`config.mk`:
```
export PLATFORM = sky130hd
export DESIGN_NAME = scx_top
export DESIGN_NICKNAME = d
export VERILOG_FILES = /design/src/scx_pkg.sv /design/src/scx_top.sv /design/src/scx_tone_scan.sv
export VERILOG_INCLUDE_DIRS = /design/src
export SDC_FILE = /design/constraint.sdc
export NUM_CORES = 2
export LEC_CHECK = 0
export BUFFER_PORTS_ARGS = -buffer_cell sky130_fd_sc_hd__buf_4
export CORE_UTILIZATION = 28
export CTS_CLUSTER_DIAMETER = 120
export DETAILED_ROUTE_END_ITERATION = 8
export PLACE_DENSITY = 0.47
export SLEW_MARGIN = 20
export SYNTH_ARGS = -nofsm -noshare
export SYNTH_HDL_FRONTEND = slang
export SYNTH_HIERARCHICAL = 1
export SYNTH_SLANG_ARGS = --single-unit
```
`constraint.sdc`:
```
create_clock -name clk -period 41.1 [get_ports clk]
set_clock_uncertainty 0.05 [all_clocks]
set_input_delay 8.22 -clock clk [delete_from_list [all_inputs] [get_ports clk]]
set_output_delay 8.22 -clock clk [all_outputs]
set_load 0.02 [all_outputs]
```
`src/scx_regs.svh`:
```
// register offsets, field positions, reset values and timing counts of the signalling block
`ifndef SCX_REGS_SVH
`define SCX_REGS_SVH
`define SCX_OFS_CTRL        8'h00
`define SCX_OFS_TONE_STATUS 8'h04
`define SCX_OFS_EVENT       8'h08
`define SCX_OFS_RX_DATA     8'h0c
`define SCX_OFS_SYNC_PRI    8'h10
`define SCX_OFS_SYNC_SEC    8'h14
`define SCX_OFS_CMD         8'h18
`define SCX_OFS_DETECT      8'h1c
`define SCX_OFS_RAMP        8'h20
`define SCX_OFS_GAIN        8'h24
`define SCX_OFS_TONE_BASE   8'h40
`define SCX_CTRL_TONE_IRQ   0
`define SCX_CTRL_MSK_EN     1
`define SCX_CTRL_RATE_FIXED 2
`define SCX_CTRL_RATE_2400  3
`define SCX_CTRL_MODA_EN    4
`define SCX_CTRL_MODB_EN    5
`define SCX_CTRL_MODA_PWR   6
`define SCX_CTRL_MODB_PWR   7
`define SCX_CTRL_TX_EN      8
`define SCX_CTRL_SUB_LSB    9
`define SCX_CTRL_VB_LSB     12
`define SCX_EV_TONE         0
`define SCX_EV_DATA         1
`define SCX_EV_SYNC         2
`define SCX_EV_OVERRUN      3
`define SCX_CMD_RESET       0
`define SCX_SYNC_RESET      16'hc4d7
`define SCX_BIAS            8'h80
`define SCX_GAIN_RESET      8'h80
`define SCX_CTRL_RESET      16'h0000
`define SCX_CLK_HZ          10000000
`define SCX_BAUD_LOW        1200
`define SCX_BAUD_HIGH       2400
`define SCX_RAMP_STEP_NS    1000
`define SCX_CLK_NS          100
`define SCX_RAMP_STEP_CYC   (`SCX_RAMP_STEP_NS / `SCX_CLK_NS)
`endif

```
`src/scx_pkg.sv`:
```
// types shared by the signalling block
package scx_pkg;
    typedef enum logic [1:0] {
        SCX_RX        = 2'b00,
        SCX_RAMP_UP   = 2'b01,
        SCX_TX        = 2'b10,
        SCX_RAMP_DOWN = 2'b11
    } scx_tx_state_type;
    typedef enum logic [1:0] {
        SCX_SUB_NONE  = 2'b00,
        SCX_SUB_CTCSS = 2'b01,
        SCX_SUB_DCS   = 2'b10
    } scx_sub_type;
    typedef enum logic [2:0] {
        SCX_VB_NONE    = 3'b000,
        SCX_VB_VOICE   = 3'b001,
        SCX_VB_SELCALL = 3'b010,
        SCX_VB_FFSK    = 3'b011,
        SCX_VB_DTMF    = 3'b100
    } scx_vb_type;
    typedef struct packed {
        logic        read;
        logic        write;
        logic [7:0]  address;
        logic [31:0] writedata;
    } scx_avl_req_type;
    typedef struct packed {
        logic [31:0] readdata;
        logic        waitrequest;
    } scx_avl_rsp_type;
    typedef struct packed {
        logic        start;
        logic [15:0] freq;
        logic [7:0]  level;
    } scx_tone_meas_type;
endpackage

```
`src/scx_top.sv`:
```
// tone-call decoder, FFSK receiver and transmit modulator control with Avalon-MM registers
`include "scx_regs.svh"
module scx_top #(
    parameter int BIT_CYCLES_LOW  = `SCX_CLK_HZ / `SCX_BAUD_LOW,
    parameter int BIT_CYCLES_HIGH = `SCX_CLK_HZ / `SCX_BAUD_HIGH
) (
    input  wire logic                       clk,
    input  wire logic                       rst_n,
    input  wire scx_pkg::scx_avl_req_type   avlReq,
    output scx_pkg::scx_avl_rsp_type        avlRsp,
    input  wire scx_pkg::scx_tone_meas_type toneMeas,
    input  wire logic                       rxSlice,
    input  wire logic                       rxRate2400,
    input  wire logic [7:0]                 subAudioIn,
    input  wire logic [7:0]                 voiceBandIn,
    output logic [7:0]                      modulatorOutA,
    output logic [7:0]                      modulatorOutB,
    output logic                            modAOeN,
    output logic                            modBOeN,
    output logic                            txActive,
    output scx_pkg::scx_sub_type            subAudioSel,
    output scx_pkg::scx_vb_type             voiceBandSel,
    output logic                            toneIrq,
    output logic                            dataIrq,
    output logic                            syncIrq
);
    localparam logic [13:0] PERIOD_LOW  = 14'(BIT_CYCLES_LOW);
    localparam logic [13:0] PERIOD_HIGH = 14'(BIT_CYCLES_HIGH);
    localparam logic [15:0] RAMP_STEP   = 16'(`SCX_RAMP_STEP_CYC);

    typedef struct packed {
        logic                      waitrequest;
        logic [31:0]               readdata;
        logic [15:0]               ctrl;
        logic [4:0]                toneCode;
        logic                      tonePend;
        logic [3:0]                events;
        logic [7:0]                rxByte;
        logic [15:0]               syncPri;
        logic [15:0]               syncSec;
        logic [7:0]                bandwidth;
        logic [7:0]                threshold;
        logic [7:0]                rampRate;
        logic [7:0]                gainA;
        logic [7:0]                gainB;
        logic [15:0][15:0]         toneTable;
        logic [13:0]               phase;
        logic                      lastSlice;
        logic [15:0]               shift;
        logic [2:0]                bitCnt;
        scx_pkg::scx_tx_state_type txState;
        logic                      txActive;
        logic [7:0]                ramp;
        logic [15:0]               rampCnt;
        logic [7:0]                modA;
        logic [7:0]                modB;
        logic                      modAOeN;
        logic                      modBOeN;
        scx_pkg::scx_sub_type      subSel;
        scx_pkg::scx_vb_type       vbSel;
        logic                      toneIrq;
        logic                      dataIrq;
        logic                      syncIrq;
    } scx_top_state_type;

    scx_top_state_type st;
    scx_top_state_type next_st;
    logic [3:0]        entryIdx;
    logic              scanDone;
    logic [4:0]        scanCode;

    scx_tone_scan u_scan (
        .clk       (clk),
        .rst_n     (rst_n),
        .meas      (toneMeas),
        .bandwidth (st.bandwidth),
        .threshold (st.threshold),
        .entry     (st.toneTable[entryIdx]),
        .entryIdx  (entryIdx),
        .done      (scanDone),
        .code      (scanCode)
    );

    // a tone counts as valid unless it is silence or unrecognised
    function automatic logic toneValid(input logic [4:0] c);
        toneValid = (c != 5'h00) && (c[3:0] != 4'hf);
    endfunction

    // bias plus sample scaled by gain and ramp envelope, saturated
    function automatic logic [7:0] scaleOut(input logic signed [8:0] s,
                                            input logic [7:0] gain,
                                            input logic [7:0] env);
        logic signed [17:0] p1;
        logic signed [18:0] p2;
        logic signed [10:0] v;
        p1 = 18'(s) * 18'($signed({1'b0, gain}));
        p2 = 19'($signed(p1[16:8])) * 19'($signed({1'b0, env}));
        v = 11'($signed(p2[18:8])) + 11'sd128;
        if (v < 11'sd0) begin
            scaleOut = 8'h00;
        end else if (v > 11'sd255) begin
            scaleOut = 8'hff;
        end else begin
            scaleOut = v[7:0];
        end
    endfunction

    logic               accept;
    logic               wrAcc;
    logic               rdAcc;
    logic [13:0]        period;
    logic               rateOk;
    logic               sampleBit;
    logic [15:0]        newShift;
    logic [15:0]        rampLimit;
    logic               rampTick;
    logic signed [8:0]  subTerm;
    logic signed [8:0]  vbTerm;
    logic signed [8:0]  composite;
    logic [3:0]         evClear;
    logic [3:0]         evSet;
    logic [31:0]        rdValue;
    logic [5:0]         tblIdx;

    always_comb begin
        next_st = st;
        next_st.toneIrq = 1'b0;
        next_st.dataIrq = 1'b0;
        next_st.syncIrq = 1'b0;
        evClear = 4'h0;
        evSet = 4'h0;
        tblIdx = 6'((avlReq.address - `SCX_OFS_TONE_BASE) >> 2);

        // bus: first edge loads read data and drops waitrequest, second completes
        accept = (avlReq.read || avlReq.write) && !st.waitrequest;
        wrAcc = accept && avlReq.write;
        rdAcc = accept && avlReq.read;
        rdValue = 32'h0;
        if (avlReq.address == `SCX_OFS_CTRL) begin
            rdValue = {16'h0, st.ctrl};
        end else if (avlReq.address == `SCX_OFS_TONE_STATUS) begin
            rdValue = {27'h0, st.toneCode};
        end else if (avlReq.address == `SCX_OFS_EVENT) begin
            rdValue = {28'h0, st.events};
        end else if (avlReq.address == `SCX_OFS_RX_DATA) begin
            rdValue = {24'h0, st.rxByte};
        end else if (avlReq.address == `SCX_OFS_SYNC_PRI) begin
            rdValue = {16'h0, st.syncPri};
        end else if (avlReq.address == `SCX_OFS_SYNC_SEC) begin
            rdValue = {16'h0, st.syncSec};
        end else if (avlReq.address == `SCX_OFS_DETECT) begin
            rdValue = {16'h0, st.threshold, st.bandwidth};
        end else if (avlReq.address == `SCX_OFS_RAMP) begin
            rdValue = {24'h0, st.rampRate};
        end else if (avlReq.address == `SCX_OFS_GAIN) begin
            rdValue = {16'h0, st.gainB, st.gainA};
        end else if (avlReq.address[7:6] == 2'b01 && avlReq.address[1:0] == 2'b00) begin
            rdValue = {16'h0, st.toneTable[tblIdx[3:0]]};
        end
        if ((avlReq.read || avlReq.write) && st.waitrequest) begin
            next_st.waitrequest = 1'b0;
            next_st.readdata = avlReq.read ? rdValue : 32'h0;
        end else begin
            next_st.waitrequest = 1'b1;
        end

        if (wrAcc) begin
            if (avlReq.address == `SCX_OFS_CTRL) begin
                next_st.ctrl = avlReq.writedata[15:0];
            end else if (avlReq.address == `SCX_OFS_EVENT) begin
                evClear = avlReq.writedata[3:0];
            end else if (avlReq.address == `SCX_OFS_SYNC_PRI) begin
                next_st.syncPri = avlReq.writedata[15:0];
            end else if (avlReq.address == `SCX_OFS_SYNC_SEC) begin
                next_st.syncSec = avlReq.writedata[15:0];
            end else if (avlReq.address == `SCX_OFS_CMD) begin
                if (avlReq.writedata[`SCX_CMD_RESET]) begin
                    next_st.syncPri = `SCX_SYNC_RESET;
                    next_st.syncSec = `SCX_SYNC_RESET;
                end
            end else if (avlReq.address == `SCX_OFS_DETECT) begin
                next_st.bandwidth = avlReq.writedata[7:0];
                next_st.threshold = avlReq.writedata[15:8];
            end else if (avlReq.address == `SCX_OFS_RAMP) begin
                next_st.rampRate = avlReq.writedata[7:0];
            end else if (avlReq.address == `SCX_OFS_GAIN) begin
                next_st.gainA = avlReq.writedata[7:0];
                next_st.gainB = avlReq.writedata[15:8];
            end else if (avlReq.address[7:6] == 2'b01 && avlReq.address[1:0] == 2'b00) begin
                next_st.toneTable[tblIdx[3:0]] = avlReq.writedata[15:0];
            end
        end
        if (rdAcc && avlReq.address == `SCX_OFS_RX_DATA) begin
            evClear[`SCX_EV_DATA] = 1'b1;
        end

        // code lands in the status register one cycle ahead of its event
        next_st.tonePend = 1'b0;
        if (scanDone && scanCode != st.toneCode) begin
            next_st.toneCode = scanCode;
            next_st.tonePend = toneValid(scanCode) || toneValid(st.toneCode);
        end
        if (st.tonePend && st.ctrl[`SCX_CTRL_TONE_IRQ]) begin
            evSet[`SCX_EV_TONE] = 1'b1;
            next_st.toneIrq = 1'b1;
        end

        // receiver: a fixed rate ignores signals at the other rate
        rateOk = !st.ctrl[`SCX_CTRL_RATE_FIXED] ||
                 (rxRate2400 == st.ctrl[`SCX_CTRL_RATE_2400]);
        period = (st.ctrl[`SCX_CTRL_RATE_FIXED] ? st.ctrl[`SCX_CTRL_RATE_2400] : rxRate2400)
                 ? PERIOD_HIGH : PERIOD_LOW;
        sampleBit = 1'b0;
        newShift = {st.shift[14:0], rxSlice};
        if (!st.ctrl[`SCX_CTRL_MSK_EN] || !rateOk) begin
            next_st.phase = 14'h0;
            next_st.bitCnt = 3'h0;
            next_st.lastSlice = rxSlice;
        end else begin
            // bit loop: transitions realign phase, mid-bit samples data
            next_st.lastSlice = rxSlice;
            if (rxSlice != st.lastSlice) begin
                next_st.phase = 14'h0;
            end else if (st.phase >= period - 14'h1) begin
                next_st.phase = 14'h0;
            end else begin
                next_st.phase = st.phase + 14'h1;
            end
            sampleBit = (rxSlice == st.lastSlice) && (st.phase == (period >> 1));
        end
        if (sampleBit) begin
            next_st.shift = newShift;
            next_st.bitCnt = st.bitCnt + 3'h1;
            if (st.bitCnt == 3'h7) begin
                next_st.rxByte = newShift[7:0];
                evSet[`SCX_EV_DATA] = 1'b1;
                evSet[`SCX_EV_OVERRUN] = st.events[`SCX_EV_DATA] &&
                                         !evClear[`SCX_EV_DATA];
                next_st.dataIrq = 1'b1;
            end
            if (newShift == st.syncPri || newShift == st.syncSec ||
                newShift == ~st.syncPri) begin
                evSet[`SCX_EV_SYNC] = 1'b1;
                next_st.syncIrq = 1'b1;
                next_st.bitCnt = 3'h0;
            end
        end
        // a new event wins over a clear landing in the same cycle
        next_st.events = (st.events & ~evClear) | evSet;

        // signal selection follows the control word one cycle later, unused codes select none
        next_st.subSel = scx_pkg::scx_sub_type'(st.ctrl[`SCX_CTRL_SUB_LSB +: 2]);
        if (st.ctrl[`SCX_CTRL_SUB_LSB +: 2] == 2'b11) begin
            next_st.subSel = scx_pkg::SCX_SUB_NONE;
        end
        next_st.vbSel = scx_pkg::scx_vb_type'(st.ctrl[`SCX_CTRL_VB_LSB +: 3]);
        if (st.ctrl[`SCX_CTRL_VB_LSB +: 3] > 3'h4) begin
            next_st.vbSel = scx_pkg::SCX_VB_NONE;
        end

        // ramp envelope: one step per tick, tick length from the ramp word
        rampLimit = 16'(({8'h00, st.rampRate} + 16'h1) * RAMP_STEP);
        rampTick = (st.rampCnt >= rampLimit - 16'h1);
        next_st.rampCnt = rampTick ? 16'h0 : st.rampCnt + 16'h1;
        case (st.txState)
            scx_pkg::SCX_RX: begin
                next_st.ramp = 8'h00;
                next_st.rampCnt = 16'h0;
                if (st.ctrl[`SCX_CTRL_TX_EN]) begin
                    next_st.txState = scx_pkg::SCX_RAMP_UP;
                end
            end
            scx_pkg::SCX_RAMP_UP: begin
                if (!st.ctrl[`SCX_CTRL_TX_EN]) begin
                    next_st.txState = scx_pkg::SCX_RAMP_DOWN;
                end else if (st.ramp == 8'hff) begin
                    next_st.txState = scx_pkg::SCX_TX;
                end else if (rampTick) begin
                    next_st.ramp = st.ramp + 8'h1;
                end
            end
            scx_pkg::SCX_TX: begin
                if (!st.ctrl[`SCX_CTRL_TX_EN]) begin
                    next_st.txState = scx_pkg::SCX_RAMP_DOWN;
                end
            end
            scx_pkg::SCX_RAMP_DOWN: begin
                if (st.ramp == 8'h00) begin
                    next_st.txState = scx_pkg::SCX_RX;
                end else if (rampTick) begin
                    next_st.ramp = st.ramp - 8'h1;
                end
            end
            default: begin
                next_st.txState = scx_pkg::SCX_RX;
            end
        endcase
        // flag and selection registered together, so never out of step
        next_st.txActive = (next_st.txState != scx_pkg::SCX_RX);
        if (!next_st.txActive) begin
            next_st.subSel = scx_pkg::SCX_SUB_NONE;
            next_st.vbSel = scx_pkg::SCX_VB_NONE;
        end

        subTerm = (st.subSel != scx_pkg::SCX_SUB_NONE) ?
                  9'($signed(subAudioIn)) : 9'sd0;
        vbTerm = (st.vbSel != scx_pkg::SCX_VB_NONE) ?
                 9'($signed(voiceBandIn)) : 9'sd0;
        composite = subTerm + vbTerm;
        next_st.modA = st.ctrl[`SCX_CTRL_MODA_EN] ?
                       scaleOut(composite, st.gainA, st.ramp) : `SCX_BIAS;
        next_st.modB = st.ctrl[`SCX_CTRL_MODB_EN] ?
                       scaleOut(composite, st.gainB, st.ramp) : `SCX_BIAS;
        next_st.modAOeN = !st.ctrl[`SCX_CTRL_MODA_PWR];
        next_st.modBOeN = !st.ctrl[`SCX_CTRL_MODB_PWR];
    end

    always_ff @(posedge clk) begin
        if (!rst_n) begin
            st <= '0;
            st.waitrequest <= 1'b1;
            st.ctrl <= `SCX_CTRL_RESET;
            st.syncPri <= `SCX_SYNC_RESET;
            st.syncSec <= `SCX_SYNC_RESET;
            st.gainA <= `SCX_GAIN_RESET;
            st.gainB <= `SCX_GAIN_RESET;
            st.modA <= `SCX_BIAS;
            st.modB <= `SCX_BIAS;
            st.modAOeN <= 1'b1;
            st.modBOeN <= 1'b1;
            st.txState <= scx_pkg::SCX_RX;
        end else begin
            st <= next_st;
        end
    end

    assign avlRsp.readdata    = st.readdata;
    assign avlRsp.waitrequest = st.waitrequest;
    assign modulatorOutA      = st.modA;
    assign modulatorOutB      = st.modB;
    assign modAOeN            = st.modAOeN;
    assign modBOeN            = st.modBOeN;
    assign txActive           = st.txActive;
    assign subAudioSel        = st.subSel;
    assign voiceBandSel       = st.vbSel;
    assign toneIrq            = st.toneIrq;
    assign dataIrq            = st.dataIrq;
    assign syncIrq            = st.syncIrq;
endmodule

```
`src/scx_tone_scan.sv`:
```
// sequential tone-table scanner producing a five-bit tone code
module scx_tone_scan (
    input  wire logic                       clk,
    input  wire logic                       rst_n,
    input  wire scx_pkg::scx_tone_meas_type meas,
    input  wire logic [7:0]                 bandwidth,
    input  wire logic [7:0]                 threshold,
    input  wire logic [15:0]                entry,
    output logic [3:0]                      entryIdx,
    output logic                            done,
    output logic [4:0]                      code
);
    typedef struct packed {
        logic        busy;
        logic [3:0]  idx;
        logic        done;
        logic [4:0]  code;
        logic [15:0] freq;
    } scx_scan_state_type;

    scx_scan_state_type st;
    scx_scan_state_type next_st;
    logic [15:0]        diff;

    always_comb begin
        next_st = st;
        next_st.done = 1'b0;
        diff = (st.freq > entry) ? st.freq - entry : entry - st.freq;
        if (!st.busy) begin
            if (meas.start) begin
                if (meas.level < threshold) begin
                    next_st.done = 1'b1;
                    next_st.code = 5'h00;
                end else begin
                    next_st.busy = 1'b1;
                    next_st.idx = 4'h0;
                    next_st.freq = meas.freq;
                end
            end
        end else begin
            // entries 0..14 are normal codes, entry 15 the repeat tone
            if (diff <= {8'h00, bandwidth}) begin
                next_st.busy = 1'b0;
                next_st.done = 1'b1;
                next_st.code = (st.idx == 4'hf) ? 5'h0e : {1'b1, st.idx};
            end else if (st.idx == 4'hf) begin
                next_st.busy = 1'b0;
                next_st.done = 1'b1;
                next_st.code = 5'h0f;
            end else begin
                next_st.idx = st.idx + 4'h1;
            end
        end
    end

    always_ff @(posedge clk) begin
        if (!rst_n) begin
            st <= '0;
        end else begin
            st <= next_st;
        end
    end

    assign entryIdx = st.idx;
    assign done     = st.done;
    assign code     = st.code;
endmodule

```
Yosys cells after proc, flatten, opt, wreduce, memory -nomap -nowiden
Index checks and enable logic that the tools add are counted.
- bits in registers: 508
- bits in latches: 0
- bits in writable memories: 0
- memory bits (read-only): 0
- input port bits: 87
- memories kept: 0
- add/subtract/negate cells: 15
- multiply operators: 5
- divide/modulo/power cells: 0
- magnitude comparators: 13
- equal/unequal tests: 37
- shift operators: 0
- muxes and demuxes: 70
- bitwise operators: 18
- reductions and logical operators: 65
- operators by type and width (operator ; number):
    16-bit two-way mux ; 17
    256-bit bitwise mux ; 1
    16-bit binary-select mux with 4-bit select ; 2
    32-bit two-way mux ; 4
    8-bit two-way mux ; 9
    16-bit demux with 4-bit select ; 1
    16-bit equality test ; 3
    9-bit by 9-bit multiplier with 18-bit output ; 2
    9-bit by 9-bit multiplier with 17-bit output ; 2
    8-bit by 5-bit equality test with 1-bit output, second input constant ; 4
    16-bit subtractor ; 2
    27-bit two-way mux ; 1
    8-bit case mux with 3 select lines ; 1
    10-bit by 9-bit adder with 11-bit output, second input constant ; 2
    11-bit by 9-bit > comparator with 1-bit output, second input constant ; 2
    11-bit by 1-bit less-than comparator with 1-bit output, second input constant ; 2
    4-bit two-way mux ; 5
    6-bit two-way mux ; 3
    9-bit two-way mux ; 2
    6-bit AND reduction ; 3
    2-bit nonzero test ; 9
    16-bit by 1-bit adder with 16-bit output, second input constant ; 1
    8-bit by 4-bit equality test with 1-bit output, second input constant ; 2
    8-bit by 6-bit equality test with 1-bit output, second input constant ; 2
    61 further kinds ; 141

Depth between registers and ports, before layout
- word-level depth: 14
- depth in mapped cells: 49

Modules after synthesis
The synthesis kept the hierarchy.
- modules (own cells, without submodules) (module ; instances ; cells each ; area an instance (µm²)):
    scx_top ; 1 ; 3958 ; 35210.0
    scx_tone_scan ; 1 ; 411 ; 3020.4

Least setup slack after synthesis
OpenSTA, ideal clock, no wires.
- kind: input port to flip-flop
- start point: in subAudioIn[1]
- end point: reg st, in the netlist modulatorOutB[0]
- library setup time: 0.059 ns
- arrival: 18.916 ns
- data required time: 40.991 ns
- slack: 22.076 ns
- stages: 47
- path buffers: 2
- cell sequence: o21ai_0 -> inv_1 -> ha_1 -> a21o_1 -> a21oi_1 -> o21ai_0 -> a21oi_1 -> o21ai_0 -> a21oi_1 -> xnor2_1 -> clkbuf_1 -> nand2_1 -> fa_1 -> inv_1 -> fa_1 -> inv_1 -> fa_1 -> fa_1 -> (+11 left out) -> nand2_1 -> fa_1 -> fa_1 -> inv_1 -> fa_1 -> inv_1 -> fa_1 -> inv_1 -> ha_1 -> and3_1 -> and3_1 -> a22oi_1 -> o21ai_1 -> or4_1 -> and3_1 -> or3_1 -> a21oi_2 -> o21a_1
- cells in the longest elaborated chain, start to end: 7
- elaborated cells between the ends (all ways): 9
- classes of those cells: add/sub: 2; mul: 2; order compare: 2; mux: 2; reduce/logical: 1
- ends and longest elaborated chain (element ; line ; RTL):
    start, declared ; scx_top.sv:14 ; input wire logic [7:0] subAudioIn,
    9-bit two-way mux * ; scx_top.sv:305 ; subTerm = (st.subSel != scx_pkg::SCX_SUB_NONE) ?
    9-bit adder * ; scx_top.sv:309 ; composite = subTerm + vbTerm;
    9-bit by 9-bit multiplier with 17-bit output * ; scx_top.sv:96 ; p1 = 18'(s) * 18'($signed({1'b0, gain}));
    9-bit by 9-bit multiplier with 18-bit output * ; scx_top.sv:97 ; p2 = 19'($signed(p1[16:8])) * 19'($signed({1'b0, env}));
    10-bit by 9-bit adder with 11-bit output * ; scx_top.sv:98 ; v = 11'($signed(p2[18:8])) + 11'sd128;
    11-bit by 1-bit less-than comparator with 1-bit output / 11-bit by 9-bit > comparator with 1-bit output (equally long branches) ; scx_top.sv:99, scx_top.sv:101 ;
    3-bit OR reduction (no line) / 8-bit two-way mux (equally long branches) ; -- ;
    end signal, assigned ; scx_top.sv:333 ; st <= next_st;
    end, declared ; scx_top.sv:66 ; scx_top_state_type st;
Every way passes the cells marked *; elsewhere a longest branch is shown, timed or not.
A chain may end at the register's enable or synchronous reset.

Worst setup path in the final report
- start point: in subAudioIn[1]
- end point: reg st, in the netlist modulatorOutA[1]
The elaborated chain is that of the path after synthesis.

==> metrics.md <==
| Metric | Value |
|---|---|
| Chip width | approximately 370 µm |
| Synth cell types | 88 |
| Vias/cell | 4.960 |
| Crit-path leading delay family | adder cells |
| Compound-Gate Fraction of Synth Area | ~14% |
| Worst Hold Depth | 2 |
| Row Count | 135 |
| IO buf count | around 110 |
| Total track usage | a little under a fifth |
| Clock power frac | between 40 and 50% |
| Drt drc | 0 |
| Top-count cell post-synth | nand2_1 |
| Post-Synth XOR/XNOR Area | 4.101% |
| Gate power share | 8.3% |
| Ys flop type | dfxtp_1 |
| Vert. Die Dim | roughly 370 µm |
| Detail Route Antenna Nets | 0 |
| # resized after CTS | 0 |
| Yosys top cell area share | 25.76% |
| Routed WL per cell | 20.76 µm |
| NetSw | 0.2942 mW |
| H-tree levels | 2 |
| DRT iter0 DRCs | 2105 |
| Core area | 135500 µm² |
| Max Cap Violations | 0 |
| Sequential share of power | 42.3% |
| Cell depth of the worst setup path | 46 |
| Worst Tran Pin Value | about 1200 ps |
| Simple-gate share of the synthesized area | 18.34% |
| Post-synth top area cell | dfxtp_1 |
| Critical Path End Type | flip-flop |
| Mux contribution to synthesized area | 10.54% |
| Initial core utilization | 28.22% |
| Slack of the critical path | 21350 ps |
| # IOs | 147 |
| Final period util | between 40% and 50% |
| Power Total | 1.141 mW |
| Fin crit period | 19750 ps |
| CP Data Arrival Time | 20220 ps |
| FILL cells | about 14000 |
| Mapped cell area | between 30000 and 40000 µm² |
| Seq cells post-synth | 492 |
| Power per cell area | 26.85 nW/µm² |
| Final Hold Fails | 0 |
| Largest family of logic cells by synthesized area | adder cells |
| CP Class | primary input to flip-flop |
| Status | completed |
| Synth top area cells | dfxtp_1 (26%), fa_1 (12%), mux4_2 (9.4%) |
| Nets | slightly below 5000 |
| Final Core Density | 31.38% |
| Max_slew headroom | 19.77% |
| Synth Area in Adders | 19.64% |
| Final hold slack | 403.8 ps |
| Internal power | 0.8470 mW |
| # Post-CTS Setup Buffers | 0 |
| Clock-pin slew on the worst setup and hold paths | 60 ps |
| CTS buffer count | 60 |
| Layout cells sized above 1 | between 10% and 20% |
| HP Class | flip-flop to flip-flop |
| Clock root buffer | clkbuf_16 |
| Vias in the first global route | 30590 |
| Slowest stage delay, CP | 690 ps |
| Leak Pwr | 16.83 nW |
| Gate Count Post-Synth | roughly 4400 |
| Critical Path Most Common Cell | fa_1 |
| Commonest cells in the netlist | nand2_1 (908), dfxtp_1 (492), inv_1 (418), ha_1 (237), fa_1 (227) |
| Synth Warn # | 6 |
| Worst Path Buf+Inv | 9 |
| Setup crit start kind | primary input |
| Global-route wire length before repair | 193.7 mm |
| DR pass1 iterations | 6 |
| CP Max Fanout | 16 |
| Fmax | 50.63 MHz |
| Async S/R FF share, synth | 0% |
| DR vias | roughly 30000 |
| Critical Path RT | slightly above 40000 ps |
| Area Overhead vs Synth | 11.19% |
| Register area share after synthesis | 25.76% |
| Final HPWL DP | 90.24 mm |
| Pins Over Slew Limit | 0 |
| Largest net degree at the start of global routing | around 120 |
| Worst-Skew Late Latency | about 670 ps |
| Reg2Reg Depth | 46 |
| Number of synthesized flops with an enable pin | 0 |
| Syn avg cell area | around 9 µm² |
| Initial antenna violation count | 9 |
| # setup viols final | 0 |
| Net switching fraction of the power | ~26% |
| Final WL | 127.1 mm |
| CP max-delay cell | fa_1 |
| Unrepaired setup endpoints after global routing | false |
| GPL Wtd Cong | 0.8448 |
| VDD IR max | about 0.000032 V |
| Post-CTS Hold Fix Bufs | 0 |
| Remaining Overflow, GRT | 0 |
| Final TNS setup | 0 ps |
| Die area | about 140000 µm² |
| Sink Count | 492 |
| Diodes inserted | 0 |
| CTS tree | built |
| Placement Setup Slack | 20480 ps |
| CTS max path bufs | 3 |
==> per-stage QoR <==
stage,std cells,instance area [µm²]
3_5_place_dp,6013,40420
4_1_cts,6122,42490
5_1_grt,6122,42510
6_report,6122,42510
2_1_floorplan,4384,38290
3_3_place_gp,6013,40420
==> sequential cells by signal, summed over array words and instances (netlist names) <==
register	count
syncIrq	1
u_scan/code	5
u_scan/done	1
dataIrq	1
modulatorOutA	8
modulatorOutB	8
u_scan/entryIdx	4
subAudioSel	2
newShift	15
txActive	1
modBOeN	1
modAOeN	1
u_scan/st	17
avlRsp	17
voiceBandSel	3
st	406
toneIrq	1
==> cell type report <==
type	count	area, µm²	area share, %
flip-flops and latches	492	9858	23.19
inverters	418	1569	3.691
well taps	1781	2228	5.242
multi-input cells	3157	25530	60.06
repair buffers	165	1246	2.932
clock buffers	86	1780	4.188
clock inverters	23	295.3	0.6946
==> final timing paths <==
check	start	to	slack, ps
setup reg to reg	voiceBandSel[1]$_SDFF_PP0_	modulatorOutA[1]$_SDFF_PP0_	27960
hold reg to reg	st[448]$_SDFFE_PN0P_	st[448]$_SDFFE_PN0P_	400
hold / removal	st[448]$_SDFFE_PN0P_	st[448]$_SDFFE_PN0P_	400
setup / recovery	subAudioIn[1]	modulatorOutA[1]$_SDFF_PP0_	21350
==> worst min-delay path: cells and delay by family, from the launching register on <==
family / cells / cell delay [ps]
AOI/OAI and AO/OA: 1 / 50
DFF: 1 / 310
and+or+nand+nor: 1 / 50
==> kinds of logic after synthesis <==
| group | count (synthesis) |
|---|---|
| compound gates | 745 |
| xor+xnor | 179 |
| mux | 202 |
| fa+ha+maj | 464 |
| simple gates | 1551 |
| buf+inv | 735 |
| flops | 492 |
| other cells | 1 |
==> per-layer routing <==
metal	vias up	track usage [%]	share of wire, %
met3	171	2.128	4.7
met4	10	5.493	2.9
li1	14420	-	-
met2	695	31.53	48
met1	15070	24.50	45
met5	-	0	0.051
==> power groups by stage <==
| stage | Clock (mW) | Combinational (mW) | Sequential, mW |
|---|---|---|---|
| final | 0.564 | 0.0953 | 0.482 |
| after global routing | 0.596 | 0.103 | 0.483 |
| after CTS | 0.578 | 0.0958 | 0.482 |
| after detailed placement | 0 | 0.0955 | 0.493 |
| after global placement | 0 | 0.0951 | 0.493 |
| after floorplan | 0 | 0.0682 | 0.490 |
==> layout by cell type, fill, tap and decap left out, types with 79 or more instances in the layout <==
master | Yosys | routed
xnor2_1 | 121 | 116
buf_4 | 65 | 164
nor2_1 | 135 | 132
a21boi_1 | 197 | 197
dfxtp_1 | 492 | 489
and2_1 | 138 | 138
nor2b_1 | 81 | 79
a21oi_1 | 127 | 127
ha_1 | 237 | 237
fa_1 | 227 | 227
a21boi_0 | 117 | 117
nand2_1 | 908 | 908
inv_1 | 418 | 418
nand3_1 | 103 | 103
mux4_2 | 160 | 160
No activity file was read; power rests on OpenSTA's default activity.
